===== config.mk =====
export PLATFORM = sky130hd
export DESIGN_NAME = lbvc_regs
export DESIGN_NICKNAME = d
export VERILOG_FILES = /design/src/design/lbvc_regs.v
export VERILOG_INCLUDE_DIRS = /design/src /design/src/design
export SDC_FILE = /design/constraint.sdc
export NUM_CORES = 1
export LEC_CHECK = 0
export BUFFER_PORTS_ARGS = -buffer_cell sky130_fd_sc_hd__buf_2
export CORE_MARGIN = 5
export CORE_UTILIZATION = 50
export CTS_BUF_LIST = sky130_fd_sc_hd__clkbuf_8
export DETAILED_ROUTE_END_ITERATION = 16
export PLACE_DENSITY = 0.67
export SKIP_CTS_REPAIR_TIMING = 1
export SYNTH_ARGS = -nofsm -noshare
export SYNTH_HDL_FRONTEND = slang
export SYNTH_SLANG_ARGS = --single-unit

===== constraint.sdc =====
create_clock -name clk_sys_i -period 2.35 [get_ports clk_sys_i]
set_clock_uncertainty 0.2 [all_clocks]
set_input_delay 0.235 -clock clk_sys_i [delete_from_list [all_inputs] [get_ports clk_sys_i]]
set_output_delay 0.235 -clock clk_sys_i [all_outputs]
set_load 0.01 [all_outputs]

===== src/design/lbvc_map.vh =====
// Register map and constants for the bias common-voltage config slice.
// Assumes inclusion by bare name from the design file.
`ifndef LBVC_MAP_VH
`define LBVC_MAP_VH

// ==================================================================
// Slave addresses and register offsets
`define LBVC_COMMON_VOLTAGE_CODE_SLAVE_ADDR 7'h28
`define LBVC_OFS_CEILING 8'h13
`define LBVC_OFS_FLOOR 8'h14
`define LBVC_OFS_SCRATCH 8'h15
`define LBVC_OFS_CONTROL 8'hff
`define LBVC_OFS_COMMON_VOLTAGE_CODE_LEVEL 8'h00
`define LBVC_OFS_COMMON_VOLTAGE_CODE_SEL 8'h02

// ==================================================================
// Field positions
`define LBVC_CTRL_TRIG_BIT 7
`define LBVC_CTRL_RSEL_BIT 0
`define LBVC_VSEL_BIT 7

// ==================================================================
// Reset values
`define LBVC_RST_CEILING 4'h7
`define LBVC_RST_FLOOR 4'h7
`define LBVC_RST_SCRATCH 8'h00
`define LBVC_RST_COMMON_VOLTAGE_CODE 7'h40

// ==================================================================
// Serial engine states
`define LBVC_ST_IDLE 3'h0
`define LBVC_ST_ADDR 3'h1
`define LBVC_ST_ACKA 3'h2
`define LBVC_ST_WR 3'h3
`define LBVC_ST_ACKW 3'h4
`define LBVC_ST_RD 3'h5
`define LBVC_ST_RACK 3'h6

`endif


===== src/design/lbvc_regs.v =====
// Two-wire slave register slice: voltage limits, scratch byte, store
// control and the common-voltage calibrator at its own slave address.
// Assumes SCL/SDA arrive asynchronous and an external pull-up on SDA.
//
// Contract
// - Floor register at 14h reads and writes
// - Unimplemented bits ignore writes, read zero
// - Floor code 4 bits, drives analog floor
// - Scratch byte stored, read back, no effect
// - Control bit7 copies volatile to store, self-clears
// - Control bit0 picks volatile or stored reads
// - Calibrator at 28h, level 00h, selector 02h
// - 7-bit level code drives calibrator output
// - Selector register write-only, reads zero
// - Selector zero: writes both, reads initial
// - Selector one: writes working, reads working
// - Settings retained in nonvolatile store; rst_i here resets the store and the initial level to reset values
// - Ceiling register at 13h, 4-bit code
`timescale 1ns/1ps
`include "lbvc_map.vh"

module lbvc_regs #(
    parameter [6:0] MAIN_SLAVE_ADDR = 7'h20,
    parameter [15:0] NV_COPY_CYCLES = 16'd100
) (
    // Clock and reset
    input wire clk_sys_i,
    input wire rst_i,
    // Two-wire serial pins
    input wire scl_i,
    input wire sda_i,
    output reg sda_o,
    output reg sda_oe_o,
    // Analog-facing codes
    output reg [3:0] common_voltage_code_floor_code_o,
    output reg [3:0] common_voltage_code_ceiling_code_o,
    output reg [6:0] common_voltage_code_o,
    // Store status
    output reg nv_busy_o
);

    // ==================================================================
    // Pin synchronisers
    reg [1:0] scl_sync_reg;
    reg [1:0] sda_sync_reg;
    reg scl_q_reg;
    reg sda_q_reg;
    wire scl_s = scl_sync_reg[1];
    wire sda_s = sda_sync_reg[1];
    wire scl_rise = scl_s & ~scl_q_reg;
    wire scl_fall = ~scl_s & scl_q_reg;
    wire start_det = scl_s & scl_q_reg & sda_q_reg & ~sda_s;
    wire stop_det = scl_s & scl_q_reg & ~sda_q_reg & sda_s;

    always @(posedge clk_sys_i) begin
        if (rst_i) begin
            scl_sync_reg <= 2'h3;
            sda_sync_reg <= 2'h3;
            scl_q_reg <= 1'b1;
            sda_q_reg <= 1'b1;
        end else begin
            scl_sync_reg <= {scl_sync_reg[0], scl_i};
            sda_sync_reg <= {sda_sync_reg[0], sda_i};
            scl_q_reg <= scl_s;
            sda_q_reg <= sda_s;
        end
    end

    // ==================================================================
    // Register storage
    reg [3:0] ceiling_reg;
    reg [3:0] floor_reg;
    reg [7:0] scratch_reg;
    reg rsel_reg;
    reg [3:0] nv_ceiling_reg;
    reg [3:0] nv_floor_reg;
    reg [7:0] nv_scratch_reg;
    reg [6:0] initial_value_reg;
    reg vsel_reg;
    reg [15:0] copy_cnt_reg;

    // Serial engine state
    reg [2:0] state_reg;
    reg [7:0] shift_reg;
    reg [3:0] bit_cnt_reg;
    reg [7:0] ptr_reg;
    reg first_reg;
    reg rw_reg;
    reg dev_common_voltage_code_reg;
    reg nack_reg;

    // ==================================================================
    // Read mux
    reg [7:0] rd_data;
    always @* begin
        rd_data = 8'h00;
        if (dev_common_voltage_code_reg) begin
            if (ptr_reg == `LBVC_OFS_COMMON_VOLTAGE_CODE_LEVEL)
                rd_data = {1'b0, vsel_reg ? common_voltage_code_o :
                                            initial_value_reg};
            // Selector and all else read zero
        end else begin
            case (ptr_reg)
                `LBVC_OFS_CEILING:
                    rd_data = {4'h0, rsel_reg ? nv_ceiling_reg :
                                                ceiling_reg};
                `LBVC_OFS_FLOOR:
                    rd_data = {4'h0, rsel_reg ? nv_floor_reg :
                                                floor_reg};
                `LBVC_OFS_SCRATCH:
                    rd_data = rsel_reg ? nv_scratch_reg : scratch_reg;
                `LBVC_OFS_CONTROL:
                    rd_data = {nv_busy_o, 6'h00, rsel_reg};
                default:
                    rd_data = 8'h00;
            endcase
        end
    end

    wire addr_hit_main = shift_reg[7:1] == MAIN_SLAVE_ADDR;
    wire addr_hit_common_voltage_code = shift_reg[7:1] == `LBVC_COMMON_VOLTAGE_CODE_SLAVE_ADDR;
    wire wr_byte = (state_reg == `LBVC_ST_WR) && scl_fall &&
                   (bit_cnt_reg == 4'h8) && !first_reg;
    wire copy_done = nv_busy_o && (copy_cnt_reg == NV_COPY_CYCLES - 16'd1);

    // ==================================================================
    // Register writes and store copy
    always @(posedge clk_sys_i) begin
        if (rst_i) begin
            ceiling_reg <= `LBVC_RST_CEILING;
            floor_reg <= `LBVC_RST_FLOOR;
            scratch_reg <= `LBVC_RST_SCRATCH;
            rsel_reg <= 1'b0;
            nv_busy_o <= 1'b0;
            nv_ceiling_reg <= `LBVC_RST_CEILING;
            nv_floor_reg <= `LBVC_RST_FLOOR;
            nv_scratch_reg <= `LBVC_RST_SCRATCH;
            initial_value_reg <= `LBVC_RST_COMMON_VOLTAGE_CODE;
            common_voltage_code_o <= `LBVC_RST_COMMON_VOLTAGE_CODE;
            vsel_reg <= 1'b0;
            copy_cnt_reg <= 16'h0000;
            common_voltage_code_floor_code_o <= `LBVC_RST_FLOOR;
            common_voltage_code_ceiling_code_o <= `LBVC_RST_CEILING;
        end else begin
            // Copy runs over a fixed time to mimic the store write
            if (nv_busy_o) begin
                copy_cnt_reg <= copy_cnt_reg + 16'd1;
                if (copy_done) begin
                    nv_ceiling_reg <= ceiling_reg;
                    nv_floor_reg <= floor_reg;
                    nv_scratch_reg <= scratch_reg;
                    nv_busy_o <= 1'b0;
                    copy_cnt_reg <= 16'h0000;
                end
            end
            if (wr_byte && dev_common_voltage_code_reg) begin
                if (ptr_reg == `LBVC_OFS_COMMON_VOLTAGE_CODE_LEVEL) begin
                    // Bit 7 is read-only; hosts are expected to write 0
                    common_voltage_code_o <= shift_reg[6:0];
                    if (!vsel_reg)
                        initial_value_reg <= shift_reg[6:0];
                end else if (ptr_reg == `LBVC_OFS_COMMON_VOLTAGE_CODE_SEL) begin
                    vsel_reg <= shift_reg[`LBVC_VSEL_BIT];
                end
            end else if (wr_byte) begin
                case (ptr_reg)
                    `LBVC_OFS_CEILING: ceiling_reg <= shift_reg[3:0];
                    `LBVC_OFS_FLOOR: floor_reg <= shift_reg[3:0];
                    `LBVC_OFS_SCRATCH: scratch_reg <= shift_reg;
                    `LBVC_OFS_CONTROL: begin
                        rsel_reg <= shift_reg[`LBVC_CTRL_RSEL_BIT];
                        // Set wins over a completing copy; zero is ignored
                        if (shift_reg[`LBVC_CTRL_TRIG_BIT]) begin
                            nv_busy_o <= 1'b1;
                            copy_cnt_reg <= 16'h0000;
                        end
                    end
                    default: ;
                endcase
            end
            common_voltage_code_floor_code_o <= floor_reg;
            common_voltage_code_ceiling_code_o <= ceiling_reg;
        end
    end

    // ==================================================================
    // Serial slave engine
    always @(posedge clk_sys_i) begin
        if (rst_i) begin
            state_reg <= `LBVC_ST_IDLE;
            shift_reg <= 8'h00;
            bit_cnt_reg <= 4'h0;
            ptr_reg <= 8'h00;
            first_reg <= 1'b0;
            rw_reg <= 1'b0;
            dev_common_voltage_code_reg <= 1'b0;
            nack_reg <= 1'b0;
            sda_o <= 1'b0;
            sda_oe_o <= 1'b0;
        end else if (start_det) begin
            state_reg <= `LBVC_ST_ADDR;
            bit_cnt_reg <= 4'h0;
            sda_oe_o <= 1'b0;
        end else if (stop_det) begin
            state_reg <= `LBVC_ST_IDLE;
            sda_oe_o <= 1'b0;
        end else if (scl_rise) begin
            case (state_reg)
                `LBVC_ST_ADDR, `LBVC_ST_WR: begin
                    shift_reg <= {shift_reg[6:0], sda_s};
                    bit_cnt_reg <= bit_cnt_reg + 4'h1;
                end
                `LBVC_ST_RD: bit_cnt_reg <= bit_cnt_reg + 4'h1;
                `LBVC_ST_RACK: nack_reg <= sda_s;
                default: ;
            endcase
        end else if (scl_fall) begin
            case (state_reg)
                `LBVC_ST_ADDR: begin
                    if (bit_cnt_reg == 4'h8) begin
                        if (addr_hit_main || addr_hit_common_voltage_code) begin
                            state_reg <= `LBVC_ST_ACKA;
                            sda_oe_o <= 1'b1;
                            rw_reg <= shift_reg[0];
                            dev_common_voltage_code_reg <= addr_hit_common_voltage_code;
                        end else begin
                            state_reg <= `LBVC_ST_IDLE;
                        end
                    end
                end
                `LBVC_ST_ACKA: begin
                    bit_cnt_reg <= 4'h0;
                    if (rw_reg) begin
                        state_reg <= `LBVC_ST_RD;
                        shift_reg <= rd_data;
                        sda_oe_o <= ~rd_data[7];
                        ptr_reg <= ptr_reg + 8'h01;
                    end else begin
                        state_reg <= `LBVC_ST_WR;
                        first_reg <= 1'b1;
                        sda_oe_o <= 1'b0;
                    end
                end
                `LBVC_ST_WR: begin
                    if (bit_cnt_reg == 4'h8) begin
                        state_reg <= `LBVC_ST_ACKW;
                        sda_oe_o <= 1'b1;
                        first_reg <= 1'b0;
                        if (first_reg)
                            ptr_reg <= shift_reg;
                        else
                            ptr_reg <= ptr_reg + 8'h01;
                    end
                end
                `LBVC_ST_ACKW: begin
                    state_reg <= `LBVC_ST_WR;
                    bit_cnt_reg <= 4'h0;
                    sda_oe_o <= 1'b0;
                end
                `LBVC_ST_RD: begin
                    if (bit_cnt_reg == 4'h8) begin
                        state_reg <= `LBVC_ST_RACK;
                        sda_oe_o <= 1'b0;
                    end else begin
                        shift_reg <= {shift_reg[6:0], 1'b0};
                        sda_oe_o <= ~shift_reg[6];
                    end
                end
                `LBVC_ST_RACK: begin
                    if (nack_reg) begin
                        state_reg <= `LBVC_ST_IDLE;
                    end else begin
                        state_reg <= `LBVC_ST_RD;
                        bit_cnt_reg <= 4'h0;
                        shift_reg <= rd_data;
                        sda_oe_o <= ~rd_data[7];
                        ptr_reg <= ptr_reg + 8'h01;
                    end
                end
                default: state_reg <= `LBVC_ST_IDLE;
            endcase
        end
    end

endmodule // lbvc_regs


After elaboration in Yosys (flattened, before gate mapping)

Index checks and enable logic that the tools add are counted.

Bits in registers: 107
Bits of input ports: 4
Output and inout port bits: 18
Logic and storage cells: 175

Add/subtract/negate cells: 3
Equal/unequal tests: 31
Multiplexer cells: 57
Bitwise logic cells: 19
Reduce and logical (&&, ||, !) cells: 37

Operator list:

| operator                | count |
|---|---|
| $mux W16                | 6 |
| $mux W8                 | 12 |
| $pmux W8 S3             | 2 |
| $pmux W8 S4             | 1 |
| $eq A8 B5 Y1 const B    | 3 |
| $mux W4                 | 6 |
| $reduce_and A7 Y1       | 3 |
| $mux W1                 | 18 |
| $pmux W3 S6             | 1 |
| $reduce_and A3 Y1       | 6 |
| $add A16 B1 Y16 const B | 1 |
| $eq A16 B7 Y1 const B   | 1 |
| $reduce_and A8 Y1       | 2 |
| $mux W3                 | 5 |
| $reduce_and A5 Y1       | 3 |
| $eq A7 B6 Y1 const B    | 2 |
| $mux W7                 | 2 |
| $ne A2 B2 Y1 const B    | 7 |
| $not A1 Y1              | 12 |
| $eq A3 B3 Y1 const B    | 3 |
| $ne A3 B3 Y1 const B    | 3 |
| $reduce_bool A3 Y1      | 3 |
| $add A8 B1 Y8 const B   | 1 |
| $eq A8 B2 Y1 const B    | 1 |
| 25 further kinds        | 43 |

Longest topological paths before layout

Gate-level depths: netlist of the first run.

Depth in word-level cells: 9
Mapped depth: 8
Depth with buffers taken out: 7

Worst setup path before layout of the first run

Ideal clock, no wire load.

Path kind: reg-to-reg
Start: register bit_cnt_reg[0]
End: register copy_cnt_reg[14]
Library setup time: 115 ps
Arrival: 1,806 ps
Data required time: 2,035 ps
Setup slack: 230 ps
Stages on the path, launching flop included: 9
Buffers on the path: 1
Period minus slack after synthesis: 2,120 ps
Cell sequence: dfxtp_1 inv_1 ha_1 nand4b_1 or3_4 o41a_1 nand2_2 buf_4 nor2_1

Longest elaborated chain between the ends: 5
Elaborated cells between the ends (all ways): 6
Classes of those cells: 1 x eq/ne; 2 x mux; 3 x reduce/logical

Ends and longest elaborated chain:

| what                                            | RTL line                         | text |
|---|---|---|
| start: declaration                              | lbvc_regs.v:85                   | `reg [3:0] bit_cnt_reg;` |
| start signal: assignment                        | lbvc_regs.v:211                  | `bit_cnt_reg <= bit_cnt_reg + 4'h1;` |
| start signal: assignment                        | lbvc_regs.v:213                  | `` `LBVC_ST_RD: bit_cnt_reg <= bit_cnt_reg + 4'h1; `` |
| $eq A4 B4 Y1 *                                  | lbvc_regs.v:123                  | `(bit_cnt_reg == 4'h8) && !first_reg;` |
| $logic_and A1 B1 Y1 * (2 in series)             | lbvc_regs.v:122                  | `` wire wr_byte = (state_reg == `LBVC_ST_WR) && scl_fall && `` |
| $mux W16 or $logic_and A1 B1 Y1 (tied branches) | lbvc_regs.v:165, lbvc_regs.v:156 |  |
| $mux W16 *                                      | lbvc_regs.v:156                  | `if (wr_byte && dev_common_voltage_code_reg) begin` |
| end signal: assignment                          | lbvc_regs.v:147                  | `copy_cnt_reg <= copy_cnt_reg + 16'd1;` |
| end: declaration                                | lbvc_regs.v:80                   | `reg [15:0] copy_cnt_reg;` |

Every way passes the cells marked *; elsewhere a longest branch is shown, timed or not.
A chain may end at the register's enable or synchronous reset.

Final worst setup path of the first run

Start: register scl_sync_reg[1]
End: register ceiling_reg[2]

Longest elaborated chain between the ends: 8

Ends and longest elaborated chain:

| what                                | RTL line        | text |
|---|---|---|
| start: declaration                  | lbvc_regs.v:44  | `reg [1:0] scl_sync_reg;` |
| start signal: assignment            | lbvc_regs.v:62  | `scl_sync_reg <= {scl_sync_reg[0], scl_i};` |
| $not A1 Y1 *                        | lbvc_regs.v:51  | `wire scl_fall = ~scl_s & scl_q_reg;` |
| $and A1 B1 Y1 *                     | lbvc_regs.v:51  |  |
| $logic_and A1 B1 Y1 * (3 in series) | lbvc_regs.v:122 |  |
| $logic_and A1 B1 Y1                 | lbvc_regs.v:156 |  |
| $not A1 Y1 (no line)                | -               |  |
| $reduce_and A3 Y1 (no line) *       | -               |  |
| end signal: assignment              | lbvc_regs.v:130 | `` ceiling_reg <= `LBVC_RST_CEILING; `` |
| end signal: assignment              | lbvc_regs.v:167 | `` `LBVC_OFS_CEILING: ceiling_reg <= shift_reg[3:0]; `` |
| end: declaration                    | lbvc_regs.v:71  | `reg [3:0] ceiling_reg;` |

Marks and branches as above.

==> impl_metrics.csv, run 1 <==
group,metric,value,unit
route,wirelength,12700,um
timing,min_period,2.24,ns
critical_path,end_kind,"register",
yosys,yosys_most_used_dff,"dfxtp_1",
grt,grt_pass1_vias,4334,
yosys,yosysTopAreaCellShare,40.4,%
worst_hold_path,min_path_type,"input port to register",
clock_tree,tritoncts,"done",
timing,fin_crit_sh,95.5,%
critical_path,critical_path.max_stage_delay,0.40,ns
grt,grt_max_degree,69,
route,drc_errors,0,
power_and_ir_drop,max-vdd-ir-drop,0.467,mV
critical_path,worst_ep_arrival_time,2.30,ns
clock_tree,clk_latency,0.38,ns
clock_tree,clkTransAtPathRegs,0.11,ns
critical_path,cpMaxStageDelayCell,"or3_4",
placed_design,routabilityCongestion,0.871,
route,avgRoutedWirePerCell,16.4,um
route,vias,4447,
yosys,synthArstFlopShare,0,%
clock_tree,cts.sinks,107,
yosys,yosysMostFrequentCell,"dfxtp_1",
clock_tree,htreeDepth,3,
yosys,yosysTopAreaCell,"dfxtp_1",
yosys,yosysUniqueCellTypes,72,
layout,final_nets,645,
critical_path,start_kind,"register",
clock_tree,clockRootBuffer,"clkbuf_8",
floorplanning,coreArea,10300,um2
timing,finalMaxSlewViolations,0,
timing,setup_viol,0,
yosys,synth_edf_count,0,
yosys,syn-num-nets,615,
yosys,netlist_instances,601,
placed_design,place.port_buffers,20,
grt,antenna_found_initial,0,
yosys,netlist_area,5300,um2
layout,largest_reg_flops,16,
floorplanning,start_util,51.4,%
floorplanning,die-area,12800,um2
clock_tree,numCtsBuffers,9,
layout,drive_above_1_share,18.6,%
route,dr.pass1.iters,5,
yosys,yosys_register_bits,107,
grt,overflow,0,
grt,track_usage,20.7,%
floorplanning,die_w,113,um
yosys,synth_common_cells,"dfxtp_1, nor2_1, nand2_1",
placed_design,dp_hpwl,9070,um
floorplanning,die_h,113,um
yosys,syn_avg_cell_area,8.82,um2
critical_path,worstSetupPathType,"register to register",
clock_tree,clockBufferDepth,2,
run_status,status,"finished clean",
critical_path,required,2.41,ns
critical_path,path_max_fanout,11,
layout,n_antenna_cell,0,
critical_path,crit_chain,"inv_1 -> ha_2 -> nand4b_1 -> or3_4 -> buf_4 -> nor3_2 -> buf_4 -> mux2i_1 -> nand2_1",
floorplanning,boundaryPins,22,
timing,slew_headroom,65.8,%
yosys,synth_warnings,0,
yosys,netlist_top_cells_area,"dfxtp_1, mux2i_1, nor2_1, nand2_1, a21oi_1",
run,drv_cap,0,
layout,syn2layout_area_growth,11.7,%
placed_design,placedCellCount,753,
power_and_ir_drop,p_per_area,522,nW/um2
floorplanning,rows,37,
layout,fin_cells,772,
grt,grt_pass1_wl,21700,um
timing,timing_hold_violations_final,0,
route,via_per_inst,5.76,
timing,worstMarginPinSlew,0.505,ns
yosys,synth-seq-area-share,40.4,%
route,postRouteAntennaNets,0,
timing,max_freq,446,MHz
power_and_ir_drop,leakage,2.22,nW
critical_path,path_common_cell,"buf_4",
layout,nFillCells,952,
power_and_ir_drop,p_total,0.00309,W
timing,rsz0062_at_grt,"true",
route,dr.first_iter.drc_count,289,
## worst paths after layout
| kind | startpoint | end | slack [ns] | cells after the start |
|---|---|---|---|---|
| max | scl_sync_reg[1]$_SDFF_PP1_ | ceiling_reg[2]$_SDFFE_PP1P_ | 0.11 | 9 |
| min | rst_i | rsel_reg$_SDFFE_PP0P_ | 0.14 | 3 |
| max reg2reg | scl_sync_reg[1]$_SDFF_PP1_ | ceiling_reg[2]$_SDFFE_PP1P_ | 0.11 | 9 |
| min reg2reg | scl_sync_reg[0]$_SDFF_PP1_ | scl_sync_reg[1]$_SDFF_PP1_ | 0.22 | 1 |
## metal layers
metal	wire (um)	global-route usage [%]	up-vias
met5	0	0	-
met4	197	5.29	0
met3	500	4.71	16
met2	6050	34.0	84
met1	5930	27.6	2160
li1	-	-	2187
## critical path, delay by kind of cell (launching register included)
family / cells / cell delay (ns)
DFF: 1 / 0.34
muxes: 1 / 0.18
buffers and inverters: 3 / 0.44
and+or+nand+nor: 4 / 0.75
adders and majority gates: 1 / 0.18
## cells in the final DEF, fill, tap and decap left out, drive strengths merged, types with 5 or more instances in the layout
| master | instances |
|---|---|
| dfxtp | 107 |
| nor2 | 68 |
| nand2 | 63 |
| buf | 58 |
| mux2i | 50 |
| a21oi | 36 |
| o21ai | 31 |
| nand3 | 15 |
| inv | 15 |
| or2 | 13 |
| mux2 | 13 |
| nand4 | 10 |
| clkbuf | 10 |
| ha | 10 |
| xor2 | 9 |
| nor3 | 9 |
| nor2b | 6 |
| and4 | 6 |
| xnor2 | 6 |
| nand3b | 5 |
| nand2b | 5 |
| and2 | 5 |
| o31ai | 5 |
| a22oi | 5 |
| nor4b | 5 |
| a211oi | 5 |
| nor4 | 5 |
## power by group
group	internal, W	switching (W)	total [W]
logic	0.0000351	0.0000688	0.000104
clock network	0.000523	0.000642	0.00116
registers	0.00182	0.00000420	0.00182
## layout make-up
type | count | area [um2] | share of cell area [%]
Inverter | 12 | 45.0 | 0.760
Tap cell | 136 | 170 | 2.87
Clock buffer | 10 | 138 | 2.32
Sequential cell | 107 | 2140 | 36.2
Clock inverter | 6 | 62.6 | 1.06
Timing Repair Buffer | 60 | 430 | 7.27
Multi-Input combinational cell | 441 | 2930 | 49.5
## cell families (layout without fill, tap and decap cells)
logic type,Yosys count,count (layout),share of synthesized area (%)
other cells,1,1,0.0707
simple gates,233,233,23.3
flops,107,107,40.4
buf+inv,53,88,4.48
fa+ha+maj,10,10,2.36
compound gates,119,119,14.7
xor+xnor,15,15,2.48
mux,63,63,12.2
## metrics by stage
step	cell area (um2)	worst slack, ns	TNS [ns]	hold WS, ns	utilization [%]
final	5920	0.107	0	0.140	57.4
after global routing	5920	-0.0327	-0.104	0.141	57.4
after CTS	5880	0.0356	0	-0.186	57.0
after detailed placement	5680	0.0442	0	0.198	55.0
after global placement	5680	0.0854	0	0.194	55.0
after floorplan	5300	0.230	0	0.139	-
(Power assumes the default switching activity.)
==> run 2: changes to the inputs <==
Settings changed: CORE_UTILIZATION 50 to 56, PLACE_DENSITY 0.67 to 0.73.
==> run 2 against run 1 <==
Compared with the run above: core utilization increased by 6.3 points; non-clock buffer count decreased by 3; total power decreased by 4.0%; sequential cell count unchanged; design area decreased by 0.68%; die area decreased by 9.8%; critical path depth decreased by 1.
==> impl_metrics.csv, run 2 (synthesis gave the netlist of run 1 again) <==
group,metric,value,unit
worst_hold_path,min_path_type,"input port to register",
route,drc_errors,0,
layout,seq_area,2150,um2
timing,finalMaxSlewViolations,0,
layout,finish.utilization,63.7,%
timing,max_freq,444,MHz
critical_path,worst_ep_arrival_time,2.31,ns
run_status,status,"finished clean",
placed_design,post-place-ws,0.0134,ns
route,via_per_inst,5.93,
floorplanning,rows,35,
route,avgRoutedWirePerCell,16.6,um
critical_path,worstSetupPathType,"register to register",
power_and_ir_drop,p_per_area,504,nW/um2
timing,setup_viol,0,
critical_path,end_kind,"register",
clock_tree,tritoncts,"done",
layout,syn2layout_area_growth,10.9,%
route,dr.pass1.iters,5,
route,postRouteAntennaNets,0,
timing,fin_hold_ws,0.134,ns
clock_tree,cts.sinks,107,
floorplanning,coreArea,9240,um2
run,drv_cap,0,
timing,fin_ws,0.0991,ns
critical_path,required,2.41,ns
floorplanning,die_h,107,um
timing,fin_crit_sh,95.8,%
placed_design,routabilityCongestion,0.885,
floorplanning,die-area,11500,um2
layout,drive_above_1_share,18.6,%
clock_tree,clockRootBuffer,"clkbuf_8",
layout,largest_reg_flops,16,
grt,grt_pass1_wl,21100,um
placed_design,dp_hpwl,8960,um
clock_tree,numCtsBuffers,9,
clock_tree,clk_latency,0.38,ns
timing,rsz0062_at_grt,"false",
power_and_ir_drop,max-vdd-ir-drop,0.253,mV
layout,n_antenna_cell,0,
layout,final_nets,642,
power_and_ir_drop,leakage,2.19,nW
grt,grt_pass1_vias,4352,
critical_path,path_max_fanout,7,
route,dr.first_iter.drc_count,298,
grt,grt_max_degree,69,
clock_tree,htreeDepth,3,
timing,min_period,2.25,ns
grt,overflow,0,
floorplanning,start_util,57.4,%
clock_tree,clockBufferDepth,2,
timing,slew_headroom,65.2,%
timing,timing_hold_violations_final,0,
layout,mostFrequentLayoutCells,"dfxtp_1, nor2_1, nand2_1",
route,vias,4519,
route,wirelength,12700,um
grt,antenna_found_initial,0,
layout,multi_input_area,2930,um2
critical_path,start_kind,"register",
clock_tree,clkTransAtPathRegs,0.10,ns
grt,track_usage,22.7,%
layout,fin_cells,762,
layout,layout_commonest_cell,"dfxtp_1",
timing,worstMarginPinSlew,0.515,ns
floorplanning,boundaryPins,22,
timing,tns,0,ns
placed_design,place.port_buffers,20,
placed_design,placedCellCount,743,
layout,nFillCells,790,
floorplanning,die_w,107,um
## run 2: where the power goes
part           switching [W]  internal [W]
logic              0.0000673     0.0000327
registers         0.00000396       0.00182
clock network       0.000654      0.000391
total               0.000725       0.00224
## run 2: final cells by class
type | instances | area share, %
multi-input cells | 441 | 49.9
flip-flops and latches | 107 | 36.5
repair buffers | 57 | 7.15
well taps | 129 | 2.74
clock buffers | 9 | 2.11
clock inverters | 7 | 0.893
inverters | 12 | 0.766
## run 2: critical path: stages (launching register included)
cell	delay, ns
dfxtp_2	0.34
inv_1	0.09
ha_2	0.19
nand4b_1	0.14
or3_4	0.44
nor4b_2	0.27
buf_4	0.22
mux2i_1	0.20
nand2_1	0.07
## run 2: final timing paths
| check | from | to | slack, ns | cells after the start |
|---|---|---|---|---|
| setup reg to reg | bit_cnt_reg[0]$_SDFFE_PP0P_ | initial_value_reg[6]$_SDFFE_PP1P_ | 0.1 | 8 |
| hold reg to reg | scl_sync_reg[0]$_SDFF_PP1_ | scl_sync_reg[1]$_SDFF_PP1_ | 0.22 | 1 |
| hold / removal | rst_i | rw_reg$_SDFFE_PP0P_ | 0.13 | 3 |
| setup / recovery | bit_cnt_reg[0]$_SDFFE_PP0P_ | initial_value_reg[6]$_SDFFE_PP1P_ | 0.1 | 8 |
## run 2: stage by stage
step	instance area, um2	power, W
3_5_place_dp	5660	0.00196
2_1_floorplan	5300	0.00193
4_1_cts	5840	0.00299
3_3_place_gp	5660	0.00196
5_1_grt	5880	0.00306
6_report	5880	0.00297
## run 2: per-layer routing
metal  up-vias  global-route usage [%]  share of wire, %
li1       2189                       -                 -
met1      2176                    30.1                46
met2       131                    37.4                48
met3        23                    4.14               4.5
met4         0                    6.94               1.9
met5         -                       0                 0
